[config.mk]
export PLATFORM = sky130hd
export DESIGN_NAME = request_packet_command_decoder
export DESIGN_NICKNAME = d
export VERILOG_FILES = /design/src/logic/req_fifo.v /design/src/logic/op_decode.v /design/src/logic/request_packet_command_decoder.v
export VERILOG_INCLUDE_DIRS = /design/src /design/src/logic
export SDC_FILE = /design/constraint.sdc
export NUM_CORES = 1
export LEC_CHECK = 0
export BUFFER_PORTS_ARGS = -buffer_cell sky130_fd_sc_hd__clkbuf_2
export CORE_ASPECT_RATIO = 0.9
export CORE_MARGIN = 2
export CORE_UTILIZATION = 52
export DETAILED_ROUTE_END_ITERATION = 10
export GPL_TIMING_DRIVEN = 0
export PLACE_DENSITY = 0.81
export REMOVE_ABC_BUFFERS = 1
export SYNTH_ARGS = -nofsm -noshare
export SYNTH_HDL_FRONTEND = slang
export SYNTH_SLANG_ARGS = --single-unit
[constraint.sdc]
create_clock -name MCLK -period 2.8 [get_ports MCLK]
set_clock_uncertainty 0.1 [all_clocks]
set_input_delay 0 -clock MCLK [delete_from_list [all_inputs] [get_ports MCLK]]
set_output_delay 0 -clock MCLK [all_outputs]
set_load 0.1 [all_outputs]
[src/logic/reqdec_regs.vh]
// constants for the request packet command decoder
`ifndef REQDEC_REGS_VH
`define REQDEC_REGS_VH
// ==========================================
// primary opcodes
`define OP_RD 4'h0
`define OP_RD_ALT 4'h1
`define OP_WSEQ 4'h4
`define OP_WSEQ_ALT 4'h5
`define OP_RREG 4'h6
`define OP_WREG 4'h7
`define OP_WNSQ 4'h8
`define OP_WNSQ_ALT 4'h9
`define OP_WBNS 4'hC
`define OP_WBNS_ALT 4'hD
`define OP_BROADCAST_REGISTER_WRITE 4'hF
// ==========================================
// extended opcodes (mask modes and read kinds)
`define XOP_NPB 2'h0
`define XOP_DPB 2'h1
`define XOP_BPB 2'h2
`define XOP_MPB 2'h3
`define XOP_RSEQ 2'h0
`define XOP_RNSQ 2'h1
// ==========================================
// command codes on the CMD output
`define CMD_NONE 4'h0
`define CMD_RSEQ 4'h1
`define CMD_RNSQ 4'h2
`define CMD_WSEQ 4'h3
`define CMD_WNSQ 4'h4
`define CMD_WBNS 4'h5
`define CMD_RREG 4'h6
`define CMD_WREG 4'h7
`define CMD_BROADCAST_REGISTER_WRITE 4'h8
`define CMD_RSRV 4'hF
// ==========================================
// request packet: 6 words of 8 bits (3 cycles x even/odd tick)
`define REQ_WORDS 3'h6
`define REQ_LAST 3'h5
// bit positions inside the 48-bit assembled request
`define F_START 47
`define F_OP_HI 46
`define F_OP_LO 43
`define F_OPX_HI 42
`define F_OPX_LO 41
`define F_CLOSE 40
`define F_CNT_HI 39
`define F_CNT_LO 32
`define F_ADR_HI 31
`define F_ADR_LO 0
// ==========================================
// fifo
`define FIFO_W 8
`define FIFO_D 8
`define FIFO_AW 3
`endif

[src/logic/req_fifo.v]
// fifo holding incoming request bytes
`timescale 1ns/1ps
module req_fifo #(
  parameter W = 8,
  parameter D = 8,
  parameter AW = 3
) (
  input wire clk,
  input wire rst,
  input wire [W-1:0] in_data,
  input wire in_valid,
  output wire in_ready,
  output wire [W-1:0] out_data,
  output wire out_valid,
  input wire out_ready
);
  reg [W-1:0] mem [0:D-1];
  reg [AW-1:0] wp;
  reg [AW-1:0] rp;
  reg [AW:0] cnt;
  wire push;
  wire pop;
  assign in_ready = (cnt != D);
  assign out_valid = (cnt != 0);
  assign out_data = mem[rp];
  assign push = in_valid && in_ready;
  assign pop = out_valid && out_ready;
  // ==========================================
  // storage and pointers
  always @(posedge clk) begin
    if (push) begin
      mem[wp] <= in_data;
    end
    if (rst) begin
      wp <= {AW{1'b0}};
      rp <= {AW{1'b0}};
      cnt <= {(AW+1){1'b0}};
    end else begin
      if (push) begin
        wp <= wp + 1'b1;
      end
      if (pop) begin
        rp <= rp + 1'b1;
      end
      if (push && !pop) begin
        cnt <= cnt + 1'b1;
      end else if (pop && !push) begin
        cnt <= cnt - 1'b1;
      end
    end
  end
endmodule // req_fifo

[src/logic/op_decode.v]
// combinational opcode decoder
`timescale 1ns/1ps
`include "reqdec_regs.vh"
module op_decode (
  input wire [3:0] primary_opcode,
  input wire [1:0] extended_opcode,
  output reg [3:0] cmd,
  output reg [1:0] mask_mode,
  output reg alt,
  output reg wants_wdata,
  output reg wants_rdata,
  output reg wants_serial_addr
);
  always @* begin
    cmd = `CMD_RSRV;
    mask_mode = `XOP_NPB;
    alt = primary_opcode[0] && (primary_opcode != `OP_WREG) && (primary_opcode != `OP_BROADCAST_REGISTER_WRITE);
    case (primary_opcode)
      `OP_RD, `OP_RD_ALT: begin
        if (extended_opcode == `XOP_RSEQ) begin
          cmd = `CMD_RSEQ;
        end else if (extended_opcode == `XOP_RNSQ) begin
          cmd = `CMD_RNSQ;
        end
      end
      `OP_WSEQ, `OP_WSEQ_ALT: begin
        cmd = `CMD_WSEQ;
        mask_mode = extended_opcode;
      end
      `OP_WNSQ, `OP_WNSQ_ALT: begin
        cmd = `CMD_WNSQ;
        mask_mode = extended_opcode;
      end
      `OP_WBNS, `OP_WBNS_ALT: begin
        if (extended_opcode != `XOP_BPB) begin
          cmd = `CMD_WBNS;
          mask_mode = extended_opcode;
        end
      end
      `OP_RREG: begin
        if (extended_opcode == 2'h0) begin
          cmd = `CMD_RREG;
        end
      end
      `OP_WREG: begin
        if (extended_opcode == 2'h0) begin
          cmd = `CMD_WREG;
        end
      end
      `OP_BROADCAST_REGISTER_WRITE: begin
        if (extended_opcode == 2'h0) begin
          cmd = `CMD_BROADCAST_REGISTER_WRITE;
        end
      end
      default: begin
        cmd = `CMD_RSRV;
      end
    endcase
    if (cmd == `CMD_RSRV) begin
      alt = 1'b0;
    end
    wants_rdata = (cmd == `CMD_RSEQ) || (cmd == `CMD_RNSQ) || (cmd == `CMD_RREG);
    wants_wdata = (cmd == `CMD_WSEQ) || (cmd == `CMD_WNSQ) || (cmd == `CMD_WBNS)
      || (cmd == `CMD_WREG) || (cmd == `CMD_BROADCAST_REGISTER_WRITE);
    wants_serial_addr = (cmd == `CMD_WNSQ) || (cmd == `CMD_WBNS);
  end
endmodule // op_decode

[src/logic/request_packet_command_decoder.v]
// request packet framer and command decoder
`timescale 1ns/1ps
`include "reqdec_regs.vh"
module request_packet_command_decoder (
  input wire MCLK,
  input wire RST,
  input wire [7:0] REQ_BYTE,
  input wire REQ_VALID,
  output wire REQ_READY,
  input wire START_BIT,
  input wire AWAIT_ACK,
  input wire DEVICE_SELECT_MATCH,
  input wire TAKE,
  output reg CMD_VALID,
  output reg [3:0] CMD,
  output reg [1:0] MASK_MODE,
  output reg ALT,
  output reg PERFORM,
  output reg NO_OKAY_ACK,
  output reg WANTS_WDATA,
  output reg WANTS_RDATA,
  output reg WANTS_SERIAL_ADDR,
  output reg [35:0] ADDRESS,
  output reg [4:0] OCT_COUNT,
  output reg [5:0] DATA_OCTBYTES,
  output reg [5:0] MASK_OCTBYTES,
  output reg [7:0] FIRST_BYTE_MASK,
  output reg [7:0] LAST_BYTE_MASK,
  output reg CLOSE,
  output reg USE_MASK_DATA_REGISTER_MASK,
  output reg USE_MASK_DATA_REGISTER_DATA,
  output reg LOAD_MASK_DATA_REGISTER,
  output reg FRAMING,
  output reg [2:0] PKT_CYCLE,
  output reg PKT_ODD_TICK
);
  localparam S_IDLE = 3'b001;
  localparam S_FRAME = 3'b010;
  localparam S_HOLD = 3'b100;
  reg [2:0] state;
  reg [2:0] next_state;
  reg [2:0] tick;
  reg [47:0] shreg;
  wire [7:0] f_byte;
  wire f_valid;
  wire f_ready;
  wire [3:0] d_cmd;
  wire [1:0] d_mode;
  wire d_alt;
  wire d_wd;
  wire d_rd;
  wire d_sa;
  wire [47:0] full_req;
  wire [3:0] req_op;
  wire [1:0] req_opx;
  wire req_close;
  wire [7:0] req_count;
  wire [31:0] req_adr;
  wire last_byte;
  reg [5:0] next_data_octbytes;
  reg [5:0] next_mask_octbytes;
  // ==========================================
  // byte masks from low bits
  function [7:0] ls_mask;
    input [2:0] a;
    begin
      ls_mask = 8'hFF << a;
    end
  endfunction
  function [7:0] ms_mask;
    input [2:0] c;
    begin
      ms_mask = 8'hFF >> (3'h7 - c);
    end
  endfunction
  // ==========================================
  // command classes used by several outputs
  function is_mem_write;
    input [3:0] c;
    begin
      is_mem_write = (c == `CMD_WSEQ) || (c == `CMD_WNSQ) || (c == `CMD_WBNS);
    end
  endfunction
  function is_reg_cmd;
    input [3:0] c;
    begin
      is_reg_cmd = (c == `CMD_RREG) || (c == `CMD_WREG) || (c == `CMD_BROADCAST_REGISTER_WRITE);
    end
  endfunction
  // reads get masks too, for the consumer's information only
  function is_contig;
    input [3:0] c;
    begin
      is_contig = (c == `CMD_WSEQ) || (c == `CMD_RSEQ) || (c == `CMD_RNSQ);
    end
  endfunction
  // ==========================================
  // input buffer; drains only while framing
  // device only receives request bytes
  req_fifo #(
    .W(`FIFO_W),
    .D(`FIFO_D),
    .AW(`FIFO_AW)
  ) u_fifo (
    .clk(MCLK),
    .rst(RST),
    .in_data(REQ_BYTE),
    .in_valid(REQ_VALID),
    .in_ready(REQ_READY),
    .out_data(f_byte),
    .out_valid(f_valid),
    .out_ready(f_ready)
  );
  assign f_ready = (state == S_FRAME);
  assign full_req = {shreg[39:0], f_byte};
  assign req_op = full_req[`F_OP_HI:`F_OP_LO];
  assign req_opx = full_req[`F_OPX_HI:`F_OPX_LO];
  assign req_close = full_req[`F_CLOSE];
  assign req_count = full_req[`F_CNT_HI:`F_CNT_LO];
  assign req_adr = full_req[`F_ADR_HI:`F_ADR_LO];
  // sixth byte at the fifo head completes the request this edge
  assign last_byte = (state == S_FRAME) && f_valid && (tick == `REQ_LAST);
  op_decode u_dec (
    .primary_opcode(req_op),
    .extended_opcode(req_opx),
    .cmd(d_cmd),
    .mask_mode(d_mode),
    .alt(d_alt),
    .wants_wdata(d_wd),
    .wants_rdata(d_rd),
    .wants_serial_addr(d_sa)
  );
  // ==========================================
  // octbyte split
  // byte-mask octbytes ride beside the data, bit masks share the count
  always @* begin
    next_data_octbytes = {1'b0, req_count[7:3]} + 6'h01;
    next_mask_octbytes = 6'h00;
    if (d_cmd == `CMD_WBNS) begin
      next_mask_octbytes = {4'h0, req_count[7:6]} + 6'h01;
    end else if (is_mem_write(d_cmd) && d_mode == `XOP_BPB) begin
      next_data_octbytes = {2'h0, req_count[7:4]} + 6'h01;
      next_mask_octbytes = {2'h0, req_count[7:4]} + 6'h01;
    end
  end
  // ==========================================
  // state machine
  always @* begin
    next_state = state;
    case (state)
      S_IDLE: begin
        if (START_BIT && !AWAIT_ACK) begin
          next_state = S_FRAME;
        end
      end
      S_FRAME: begin
        if (f_valid && tick == `REQ_LAST) begin
          next_state = S_HOLD;
        end
      end
      // hold blocks a new start until the consumer has taken the command
      S_HOLD: begin
        if (TAKE) begin
          next_state = S_IDLE;
        end
      end
      default: begin
        next_state = S_IDLE;
      end
    endcase
  end
  always @(posedge MCLK) begin
    if (RST) begin
      state <= S_IDLE;
      tick <= 3'h0;
      shreg <= 48'h0000_0000_0000;
    end else begin
      state <= next_state;
      if (state == S_IDLE) begin
        tick <= 3'h0;
      end else if (state == S_FRAME && f_valid) begin
        tick <= tick + 3'h1;
        // shift in one byte per pop; the head byte completes the word
        shreg <= full_req;
      end
    end
  end
  // ==========================================
  // status outputs
  always @(posedge MCLK) begin
    if (RST) begin
      FRAMING <= 1'b0;
      PKT_CYCLE <= 3'h0;
      PKT_ODD_TICK <= 1'b0;
    end else begin
      FRAMING <= (next_state == S_FRAME);
      PKT_CYCLE <= {1'b0, tick[2:1]};
      PKT_ODD_TICK <= tick[0];
    end
  end
  // ==========================================
  // command handshake
  // valid stands until taken, so a slow consumer never loses a decode
  always @(posedge MCLK) begin
    if (RST) begin
      CMD_VALID <= 1'b0;
    end else if (last_byte) begin
      CMD_VALID <= 1'b1;
    end else if (state == S_HOLD && TAKE) begin
      CMD_VALID <= 1'b0;
    end
  end
  // ==========================================
  // decoded command register
  always @(posedge MCLK) begin
    if (RST) begin
      CMD <= `CMD_NONE;
      MASK_MODE <= `XOP_NPB;
      ALT <= 1'b0;
      PERFORM <= 1'b0;
      NO_OKAY_ACK <= 1'b0;
      WANTS_WDATA <= 1'b0;
      WANTS_RDATA <= 1'b0;
      WANTS_SERIAL_ADDR <= 1'b0;
      USE_MASK_DATA_REGISTER_MASK <= 1'b0;
      USE_MASK_DATA_REGISTER_DATA <= 1'b0;
      LOAD_MASK_DATA_REGISTER <= 1'b0;
    end else if (last_byte) begin
      CMD <= d_cmd;
      ALT <= d_alt;
      PERFORM <= (d_cmd == `CMD_BROADCAST_REGISTER_WRITE) || (DEVICE_SELECT_MATCH && d_cmd != `CMD_RSRV);
      NO_OKAY_ACK <= (d_cmd == `CMD_BROADCAST_REGISTER_WRITE);
      WANTS_WDATA <= d_wd;
      WANTS_RDATA <= d_rd;
      WANTS_SERIAL_ADDR <= d_sa;
      MASK_MODE <= d_mode;
      USE_MASK_DATA_REGISTER_MASK <= is_mem_write(d_cmd) && d_mode == `XOP_DPB;
      USE_MASK_DATA_REGISTER_DATA <= is_mem_write(d_cmd) && d_mode == `XOP_MPB;
      // a load from an unselected device would corrupt its mask register
      LOAD_MASK_DATA_REGISTER <= is_mem_write(d_cmd) && d_mode == `XOP_BPB && DEVICE_SELECT_MATCH;
    end
  end
  // ==========================================
  // address, count and byte masks
  always @(posedge MCLK) begin
    if (RST) begin
      ADDRESS <= 36'h0_0000_0000;
      OCT_COUNT <= 5'h00;
      DATA_OCTBYTES <= 6'h00;
      MASK_OCTBYTES <= 6'h00;
      FIRST_BYTE_MASK <= 8'h00;
      LAST_BYTE_MASK <= 8'h00;
      CLOSE <= 1'b0;
    end else if (last_byte) begin
      // only 32 address bits travel in the request; the top four read as zero
      ADDRESS <= {4'h0, req_adr};
      OCT_COUNT <= req_count[7:3];
      if (is_contig(d_cmd)) begin
        FIRST_BYTE_MASK <= ls_mask(req_adr[2:0]);
        LAST_BYTE_MASK <= ms_mask(req_count[2:0]);
      end else begin
        FIRST_BYTE_MASK <= 8'hFF;
        LAST_BYTE_MASK <= 8'hFF;
      end
      // register commands carry no restore flag
      CLOSE <= (is_reg_cmd(d_cmd) || d_cmd == `CMD_RSRV) ? 1'b0 : req_close;
      DATA_OCTBYTES <= next_data_octbytes;
      MASK_OCTBYTES <= next_mask_octbytes;
    end
  end
endmodule // request_packet_command_decoder

==> flow_metrics.tcl, run 1 <==
set metrics [dict create \
    outcome "completed" \
    clk_path_buf_depth 3 \
    synth-main-ff-cell "dfxtp_1" \
    grt_max_degree 139 \
    core_area_sq_um 15400 \
    synthTopCellsByArea "dfxtp_1, edfxtp_1, nand2_1, a21oi_1, mux4_2" \
    die_y_microns 123 \
    fin_crit_ps 2710 \
    port_buffers 100 \
    synth_area_leader_cell "dfxtp_1" \
    rsz0062_at_grt "false" \
    grt_first_pass_wirelength_microns 26400 \
    yosys_warnings 0 \
    rrSetupSlack_ps 90 \
    async_reset_ff_frac 0 \
    drv_cap 0 \
    drt_first_iter_violations 338 \
    hp-class "in -> reg" \
    drv_slew 0 \
    final-hold-violation-count 0 \
    seq_power_share 0.504 \
    fillerInstances 1232 \
    synth-seq-cells 206 \
    antenna_cells 0 \
    yosysMostFrequentCell "nand2_1" \
    via_per_inst 5.33 \
    criticalPathCategory "reg -> reg" \
    cellInternalPower_uw 4940 \
    routabilityCongestion 0.784 \
    worstPathArrival_ps 3010 \
    reg2reg_from "u_fifo.cnt[1]" \
    drive_above_1_share 0.202 \
    h-tree-depth 1 \
    wl_per_cell_microns 15.1 \
    setup_ws_ps 93.1 \
    ir_drop_mv 0.518 \
    multi_input_area_sq_um 3070 \
    initial_utilization 0.529 \
    cts_made_buffers 21 \
    cts_tree "built" \
    synth_edf_count 64 \
    synth_top_cell_area_share 0.349 \
    worstSkewPairLatency_ps 480 \
    pre_cts_ws_ps -642 \
    start_kind "register" \
    io-pin-count 107 \
    grtUsageTotal 0.196 \
    first_pass_iters 5 \
    min_from "RST" \
    r2r_cells 11 \
    synth_area_per_cell_sq_um 10.4 \
    path_max_fanout 3 \
    final_cell_area_sq_um 9580 \
    min_period_over_period 0.967 \
    grt_pass1_vias 5358 \
    ant_nets 0 \
    clk_pin_slew_ps 60 \
    power_frac_clock 0.420 \
    max_slew.worst_pin.slew_ps 1280 \
    hold_slack_ps 108 \
    nNetsFinal 901 \
    hold_depth 2 \
    gr-total-overflow 0 \
    combPwrFrac 0.076 \
    drcViolationCount 0 \
    p_sw_uw 1410 \
    maxSlewHeadroom 0.138 \
    rows 43 \
    wirelength_microns 16500 \
    setup_viol 0 \
    syn_inst 782 \
    synth_cell_type_count 56 \
    dp_hpwl_microns 10100 \
    seqCellArea_sq_um 4770 \
    place_area_sq_um 8630 \
    critPathRequiredTime_ps 3100 \
    worst_setup_path_end_kind "register" \
    area_growth_syn_to_layout_pct 17.7 \
    r2r_end "u_fifo.cnt[3]" \
    min_to "WANTS_WDATA" \
    powerDensity_nw_per_um2 663 \
    clkSinkCount 206 \
    synthTopCellsByCount "nand2_1, dfxtp_1, a21oi_1" \
    power_leakage_uw 0.00336 \
    yosysSeqAreaShare 0.585 \
    antenna_found_initial 0 \
    switching_share 0.222 \
    dieArea_sq_um 16700 \
    synth_area_sq_um 8140 \
    max_freq_mhz 369 \
    via_count 5814 \
    die-width_microns 136 \
    cts_root_buf "clkbuf_16" \
]
## routing by layer
metal / global-route usage / up-vias / part of all wire
met1: 0.265 / 2762 / 0.45
li1: - / 2898 / -
met2: 0.336 / 133 / 0.48
met3: 0.0347 / 21 / 0.049
met4: 0.0358 / 0 / 0.014
met5: 0 / - / 0
## cell families (layout without fill, tap and decap cells)
| family | after synthesis | after routing | share of synthesized area |
|---|---|---|---|
| other | 1 | 6 | 0.000461 |
| DFF | 206 | 206 | 0.585 |
| xor gates and xnor gates | 16 | 16 | 0.0172 |
| adders and majority gates | 11 | 11 | 0.0178 |
| muxes | 26 | 26 | 0.0581 |
| AOI/OAI and AO/OA | 147 | 147 | 0.110 |
| and+or+nand+nor | 308 | 308 | 0.164 |
| buffers and inverters | 67 | 168 | 0.0466 |
## area by class of cell
class | instances | share of cell area
tap | 202 | 0.0264
clock buffer | 31 | 0.0598
sequential | 206 | 0.498
clock inverter | 5 | 0.00810
timing repair inverter | 1 | 0.000914
timing repair buffer | 124 | 0.0819
inverter | 7 | 0.00444
multi-input combinational | 514 | 0.321
## per-stage QoR
stage / setup TNS (ps) / utilization / power (uW) / std cells
after floorplan: -1730 / - / 3530 / 727
after global placement: -41490 / 0.556 / 3640 / 1029
after detailed placement: -1110 / 0.561 / 3660 / 1031
after CTS: 0 / 0.621 / 6360 / 1088
after global routing: 0 / 0.623 / 6560 / 1090
final: 0 / 0.623 / 6350 / 1090
## registers in the layout, summed over array words and instances, names as in the netlist, 2 cells and up, named ones only
register	flops
tick	3
ADDRESS	32
FIRST_BYTE_MASK	7
state	3
u_fifo.wp	3
u_fifo.rp	3
MASK_MODE	2
MASK_OCTBYTES	5
PKT_CYCLE	2
u_fifo.mem	64
shreg	39
DATA_OCTBYTES	6
u_fifo.cnt	4
CMD	4
OCT_COUNT	5
LAST_BYTE_MASK	8
## worst max-delay path by stage
stage | depth (start not counted) | slack [ps] | to | startpoint
final | 11 | 90 | u_fifo.cnt[3] | u_fifo.cnt[1]
after global routing | 11 | 40 | u_fifo.cnt[3] | u_fifo.cnt[1]
after CTS | 12 | 1 | u_fifo.cnt[3] | u_fifo.cnt[3]
after detailed placement | 12 | -640 | u_fifo.cnt[3] | u_fifo.cnt[0]
after global placement | 11 | -1750 | u_fifo.cnt[3] | state[1]
after floorplan | 11 | -830 | u_fifo.cnt[3] | state[1]
## power by group through the flow
stage | Sequential [uW] | Combinational [uW] | Clock, uW
finish | 3200 | 486 | 2670
global placement | 3260 | 377 | 0
CTS | 3200 | 439 | 2720
global route | 3210 | 528 | 2830
floorplan | 3260 | 279 | 0
detailed placement | 3260 | 394 | 0
## layout by cell type, fill, tap and decap left out, types with 8 or more instances in the layout
cell,synthesis,layout
clkbuf_2,0,99
nand3_1,9,9
buf_4,11,8
clkbuf_16,0,21
o21ai_0,12,11
mux4_2,16,16
xnor2_1,9,9
mux2i_1,9,9
ha_1,10,8
edfxtp_1,64,64
a211oi_1,21,21
nand2_1,156,155
nor2_1,85,85
nor3_1,18,18
dlygate4sd3_1,0,13
a21oi_1,88,86
clkbuf_1,25,9
dfxtp_1,142,140
## worst max-delay path, stage by stage, from the launching register on
cell and delay (ps):
dfxtp_4 340, or4_4 550, and2_4 230, inv_16 60, ha_4 130, inv_2 60
ha_4 210, a21o_1 160, a21oi_2 140, xnor2_1 90, or3_1 410, a21oi_2 140
## what timing repair did
item	4_1_cts	5_1_grt
pin swaps	2	7
resized for setup	11	8
setup buffers	5	3
endpoints found under the setup margin	3	9
gates cloned	3	0
hold buffers	13	0
endpoints found under the hold margin	72	0
Power figures use the tool's default switching activity.
==> inputs of run 2 (changes only) <==
CORE_UTILIZATION = 55   (was 52)
PLACE_DENSITY = 0.82   (was 0.81)
clock period = 2.7 ns   (was 2.8 ns; I/O delays follow)
==> run 2 against run 1 <==
Compared with the run above:
- the flow now finishes with violations (setup timing)
- fmax about the same
- largest cell class unchanged
- count of clock-buffer cells in the layout decreased by 2
- utilization increased by 3.4 points
==> flow_metrics.tcl, run 2 (same netlist as run 1, synthesis figures left out) <==
set metrics [dict create \
    antenna_cells 0 \
    drt_first_iter_violations 377 \
    outcome "finished with violations" \
    clkSinkCount 206 \
    drv_cap 0 \
    top_regs "u_fifo.mem: 64 flops, shreg: 39 flops, ADDRESS: 32 flops" \
    clk_path_buf_depth 3 \
    hp-class "in -> reg" \
    criticalPathCategory "reg -> reg" \
    worst_setup_path_end_kind "register" \
    drv_slew 0 \
    cts_root_buf "clkbuf_16" \
    dp_hpwl_microns 10100 \
    min_period_over_period 1.00 \
    dp.cells 1028 \
    via_count 5855 \
    dieArea_sq_um 15800 \
    cp.depth 12 \
    violations "setup timing" \
    cts_tree "built" \
    area_growth_syn_to_layout_pct 17.8 \
    setup_ws_ps -9.20 \
    initial_utilization 0.557 \
    port_buffers 100 \
    pre_cts_ws_ps -712 \
    powerDensity_nw_per_um2 679 \
    rsz0062_at_grt "true" \
    antenna_found_initial 0 \
    critPathRequiredTime_ps 3000 \
    final_common_cell "nand2_1" \
    worstPathArrival_ps 3010 \
    max_freq_mhz 369 \
    cp_top_family "simple AND/OR/NAND/NOR gates" \
    grt_max_degree 139 \
    core_area_sq_um 14600 \
    io-pin-count 107 \
    die-width_microns 132 \
    power.total_uw 6510 \
    start_kind "register" \
    stdcell_count 1088 \
    max_slew.worst_pin.slew_ps 1280 \
    cp_slowest_cell "or4_4" \
    wl_per_cell_microns 15.1 \
    cts_made_buffers 21 \
    path_max_fanout 3 \
    fin_crit_ps 2710 \
    grt_first_pass_wirelength_microns 27100 \
    clk_pin_slew_ps 60 \
    h-tree-depth 1 \
    first_pass_iters 4 \
    die_y_microns 119 \
    ant_nets 0 \
    hold_slack_ps 90.2 \
    layout_common_cells "nand2_1, dfxtp_1, clkbuf_2, a21oi_1, nor2_1" \
    hold_depth 2 \
    wirelength_microns 16400 \
    critPathMaxStageDelay_ps 540 \
    rows 42 \
    grt_pass1_vias 5416 \
    largest_register_ffs 64 \
    ir_drop_mv 0.551 \
    top_register "u_fifo.mem" \
    power_leakage_uw 0.00337 \
    final-hold-violation-count 0 \
    path_buf_inv 3 \
    routabilityCongestion 0.759 \
    setup_viol 1 \
    gr-total-overflow 0 \
    nNetsFinal 902 \
    drcViolationCount 0 \
    maxSlewHeadroom 0.138 \
    grtUsageTotal 0.208 \
    drive_above_1_share 0.206 \
    r2r_cells 12 \
    worstPathCellList "or4_4, and2_4, buf_16, inv_16, ha_4, inv_2, ha_1, a21o_1, a21oi_2, xnor2_1, or3_1, a21oi_1" \
    worstSkewPairLatency_ps 480 \
    via_per_inst 5.38 \
]
==> run 2: changes by cell type in the layout (fill, tap and decap cells not counted), sizes merged <==
cell / delta
inv: -1
buf: +1
clkinv: +2
bufinv: -1
clkinvlp: +3
clkbuf: -2
==> run 2: layout make-up <==
cell class / instances / area (sq um)
fill: 1160 / 5020
sequential: 206 / 4770
multi-input combinational: 514 / 3060
timing repair buffer: 125 / 812
clock buffer: 29 / 576
tap: 198 / 248
clock inverter: 8 / 67.6
inverter: 7 / 46.3
timing repair inverter: 1 / 8.76
==> run 2: what timing repair did <==
action,CTS,global route
endpoints found under the hold margin,73,0
buffers inserted,6,1
endpoints found under the setup margin,3,15
pin swaps,4,0
hold buffers,13,0
cloned,3,0
gates resized for setup,13,5
==> run 2: path summary, 6_finish.rpt <==
| path | slack (ps) | endpoint | from |
|---|---|---|---|
| worst max-delay path | -9 | u_fifo.cnt[3] | u_fifo.cnt[0] |
| worst min-delay path | 90 | WANTS_WDATA | RST |
| worst max register to register | -9 | u_fifo.cnt[3] | u_fifo.cnt[0] |
| worst min register to register | 350 | OCT_COUNT[4] | OCT_COUNT[4] |
==> run 2: power breakdown <==
group,switching (uW),leakage [uW],internal [uW],total (uW)
Sequential,47.3,0.00173,3270,3320
Combinational,297,0.00133,185,482
Clock,1130,0.000310,1580,2720
==> run 2: metrics by stage <==
stage          setup TNS [ps]  area [sq um]  utilization
3_5_place_dp            -1350          8630        0.591
3_3_place_gp           -50570          8560        0.586
5_1_grt                  -151          9590        0.656
2_1_floorplan           -3600          7810            -
4_1_cts                     0          9570        0.655
6_report                -9.20          9590        0.656
==> run 2: layer usage <==
layer / wire [microns] / track usage
met4: 364 / 0.0544
met2: 7840 / 0.346
met1: 7270 / 0.283
met5: 0 / 0
met3: 952 / 0.0387
==> inputs of run 3 (changes only) <==
BUFFER_PORTS_ARGS = -buffer_cell sky130_fd_sc_hd__buf_2   (was -buffer_cell sky130_fd_sc_hd__clkbuf_2)
PLACE_DENSITY = 0.77   (was 0.82)
SLEW_MARGIN = 40   (was not set)
==> run 3 against run 2 <==
Compared with the run above:
- the run now ends clean
- die area is the same
- register-to-register slack gained 40 ps
- count of clock-buffer cells in the layout grew 1
- non-clock buffer count grew 8
- worst hold slack gained 130 ps
- sequential share of layout area shrank 1.1 points
- utilization grew 1.6 points
- fmax grew 1.6%
- setup slack gained 44 ps
- via count is essentially flat
- global-route usage grew 0.29 points
- wire length grew 2.3%
- critical path type unchanged
- largest power group unchanged
- highest routed layer unchanged
==> flow_metrics.tcl, run 3 (same netlist as run 1, synthesis figures left out) <==
set metrics [dict create \
    outcome "completed" \
    path_max_fanout 6 \
    switching_share 0.227 \
    cts_made_buffers 22 \
    start_kind "register" \
    hold_depth 2 \
    gr-total-overflow 0 \
    max_slew.worst_pin.slew_ps 771 \
    ir_drop_mv 0.561 \
    r2r_cells 11 \
    worstPathArrival_ps 2990 \
    p_sw_uw 1560 \
    cts_root_buf "clkbuf_16" \
    min_to "u_fifo.mem[5][7]" \
    wirelength_microns 16800 \
    die-width_microns 132 \
    nNetsFinal 911 \
    min_period_over_period 0.987 \
    critPathRequiredTime_ps 3020 \
    powerDensity_nw_per_um2 698 \
    setup_viol 0 \
    dp.cells 1031 \
    place_area_sq_um 8720 \
    cp_top_family "simple AND/OR/NAND/NOR gates" \
    fin_crit_ps 2670 \
    dp_hpwl_microns 10000 \
    drive_above_1_share 0.225 \
    r2r_end "u_fifo.cnt[3]" \
    clkSinkCount 206 \
    critPathMaxStageDelay_ps 440 \
    io-pin-count 107 \
    clk_pin_slew_ps 60 \
    hp-class "in -> reg" \
    antenna_found_initial 0 \
    reg2reg_from "state[1]" \
    via_count 5851 \
    drt_first_iter_violations 428 \
    area_growth_syn_to_layout_pct 20.6 \
    worstPathCellList "nor3b_4, and2_4, inv_16, ha_4, inv_4, ha_4, a21o_1, a21oi_2, xnor2_1, or3_1, a21oi_2" \
    final-hold-violation-count 0 \
    core_area_sq_um 14600 \
    final_common_cell "nand2_1" \
    drcViolationCount 0 \
    drv_cap 0 \
    grtUsageTotal 0.211 \
    combPwrFrac 0.077 \
    layout_common_cells "nand2_1, dfxtp_1, buf_2, a21oi_1, nor2_1" \
    power_leakage_uw 0.00355 \
    h-tree-depth 1 \
    wl_per_cell_microns 15.3 \
    criticalPathCategory "reg -> reg" \
    maxSlewHeadroom 0.484 \
    min_from "REQ_BYTE[7]" \
    stdcell_count 1099 \
    clk_path_buf_depth 3 \
    cellInternalPower_uw 5300 \
    largest_register_ffs 64 \
    grt_first_pass_wirelength_microns 27100 \
    die_y_microns 119 \
    rrSetupSlack_ps 30 \
    rows 42 \
    path_buf_inv 2 \
    drv_slew 0 \
    port_buffers 100 \
    grt_max_degree 80 \
    initial_utilization 0.557 \
    first_pass_iters 5 \
    grt_pass1_vias 5473 \
    dieArea_sq_um 15800 \
    max_freq_mhz 375 \
    seq_power_share 0.485 \
    power_frac_clock 0.438 \
    routabilityCongestion 0.763 \
    cp.depth 11 \
    final_cell_area_sq_um 9820 \
    cts_tree "built" \
    via_per_inst 5.32 \
    top_register "u_fifo.mem" \
    ant_nets 0 \
    cp_slowest_cell "dfxtp_1" \
    worstSkewPairLatency_ps 500 \
    top_regs "u_fifo.mem: 64 flops, shreg: 39 flops, ADDRESS: 32 flops" \
    antenna_cells 0 \
    worst_setup_path_end_kind "register" \
]
-- run 3: repair_timing --
| item | in CTS | in global routing |
|---|---|---|
| hold buffers | 15 | 0 |
| buffers inserted | 6 | 5 |
| resized for setup | 10 | 10 |
| setup endpoints to repair | 3 | 2 |
| pin swaps | 3 | 7 |
| endpoints found under the hold margin | 129 | 0 |
| cloned | 3 | 0 |
-- run 3: worst reg2reg max path, cell delays in order, from the launching register on --
cell	delay [ps]
dfxtp_1	440
nor3b_4	330
and2_4	290
inv_16	50
ha_4	170
inv_4	70
ha_4	190
a21o_1	160
a21oi_2	150
xnor2_1	100
or3_1	400
a21oi_2	140
-- run 3: power groups by stage --
stage | Combinational, uW | Clock [uW] | Sequential (uW)
6_report | 527 | 3000 | 3320
5_1_grt | 573 | 3170 | 3330
4_1_cts | 477 | 3060 | 3320
3_5_place_dp | 426 | 0 | 3390
3_3_place_gp | 395 | 0 | 3380
2_1_floorplan | 289 | 0 | 3380
-- run 3: worst max-delay path by stage --
stage,start,end
6_report,state[1],u_fifo.cnt[3]
5_1_grt,u_fifo.cnt[0],u_fifo.cnt[3]
4_1_cts,u_fifo.cnt[3],u_fifo.cnt[3]
3_5_place_dp,u_fifo.cnt[0],u_fifo.cnt[3]
3_3_place_gp,state[1],u_fifo.cnt[3]
2_1_floorplan,state[1],u_fifo.cnt[3]
-- run 3: layout make-up --
class	count	area, sq um
timing repair inverter	1	8.76
tap	198	248
clock inverter	10	111
timing repair buffer	133	903
inverter	7	48.8
multi-input combinational	514	3100
sequential	206	4770
clock buffer	30	622
fill	1132	4790
-- run 3: stage by stage --
stage | worst slack [ps] | hold WS [ps] | utilization | TNS [ps] | power, uW
after detailed placement | -646 | 178 | 0.597 | -1100 | 3810
after floorplan | -929 | -35.4 | - | -3600 | 3660
after global placement | -1850 | 175 | 0.586 | -50920 | 3780
final | 34.7 | 215 | 0.672 | 0 | 6850
after global routing | -50.5 | 233 | 0.672 | -68.3 | 7080
after CTS | 7.88 | 199 | 0.668 | 0 | 6850
-- run 3: layer usage --
metal	GRT usage	share of wire
met1	0.283	0.44
met5	0	0
met2	0.359	0.48
met4	0.0571	0.026
met3	0.0324	0.047
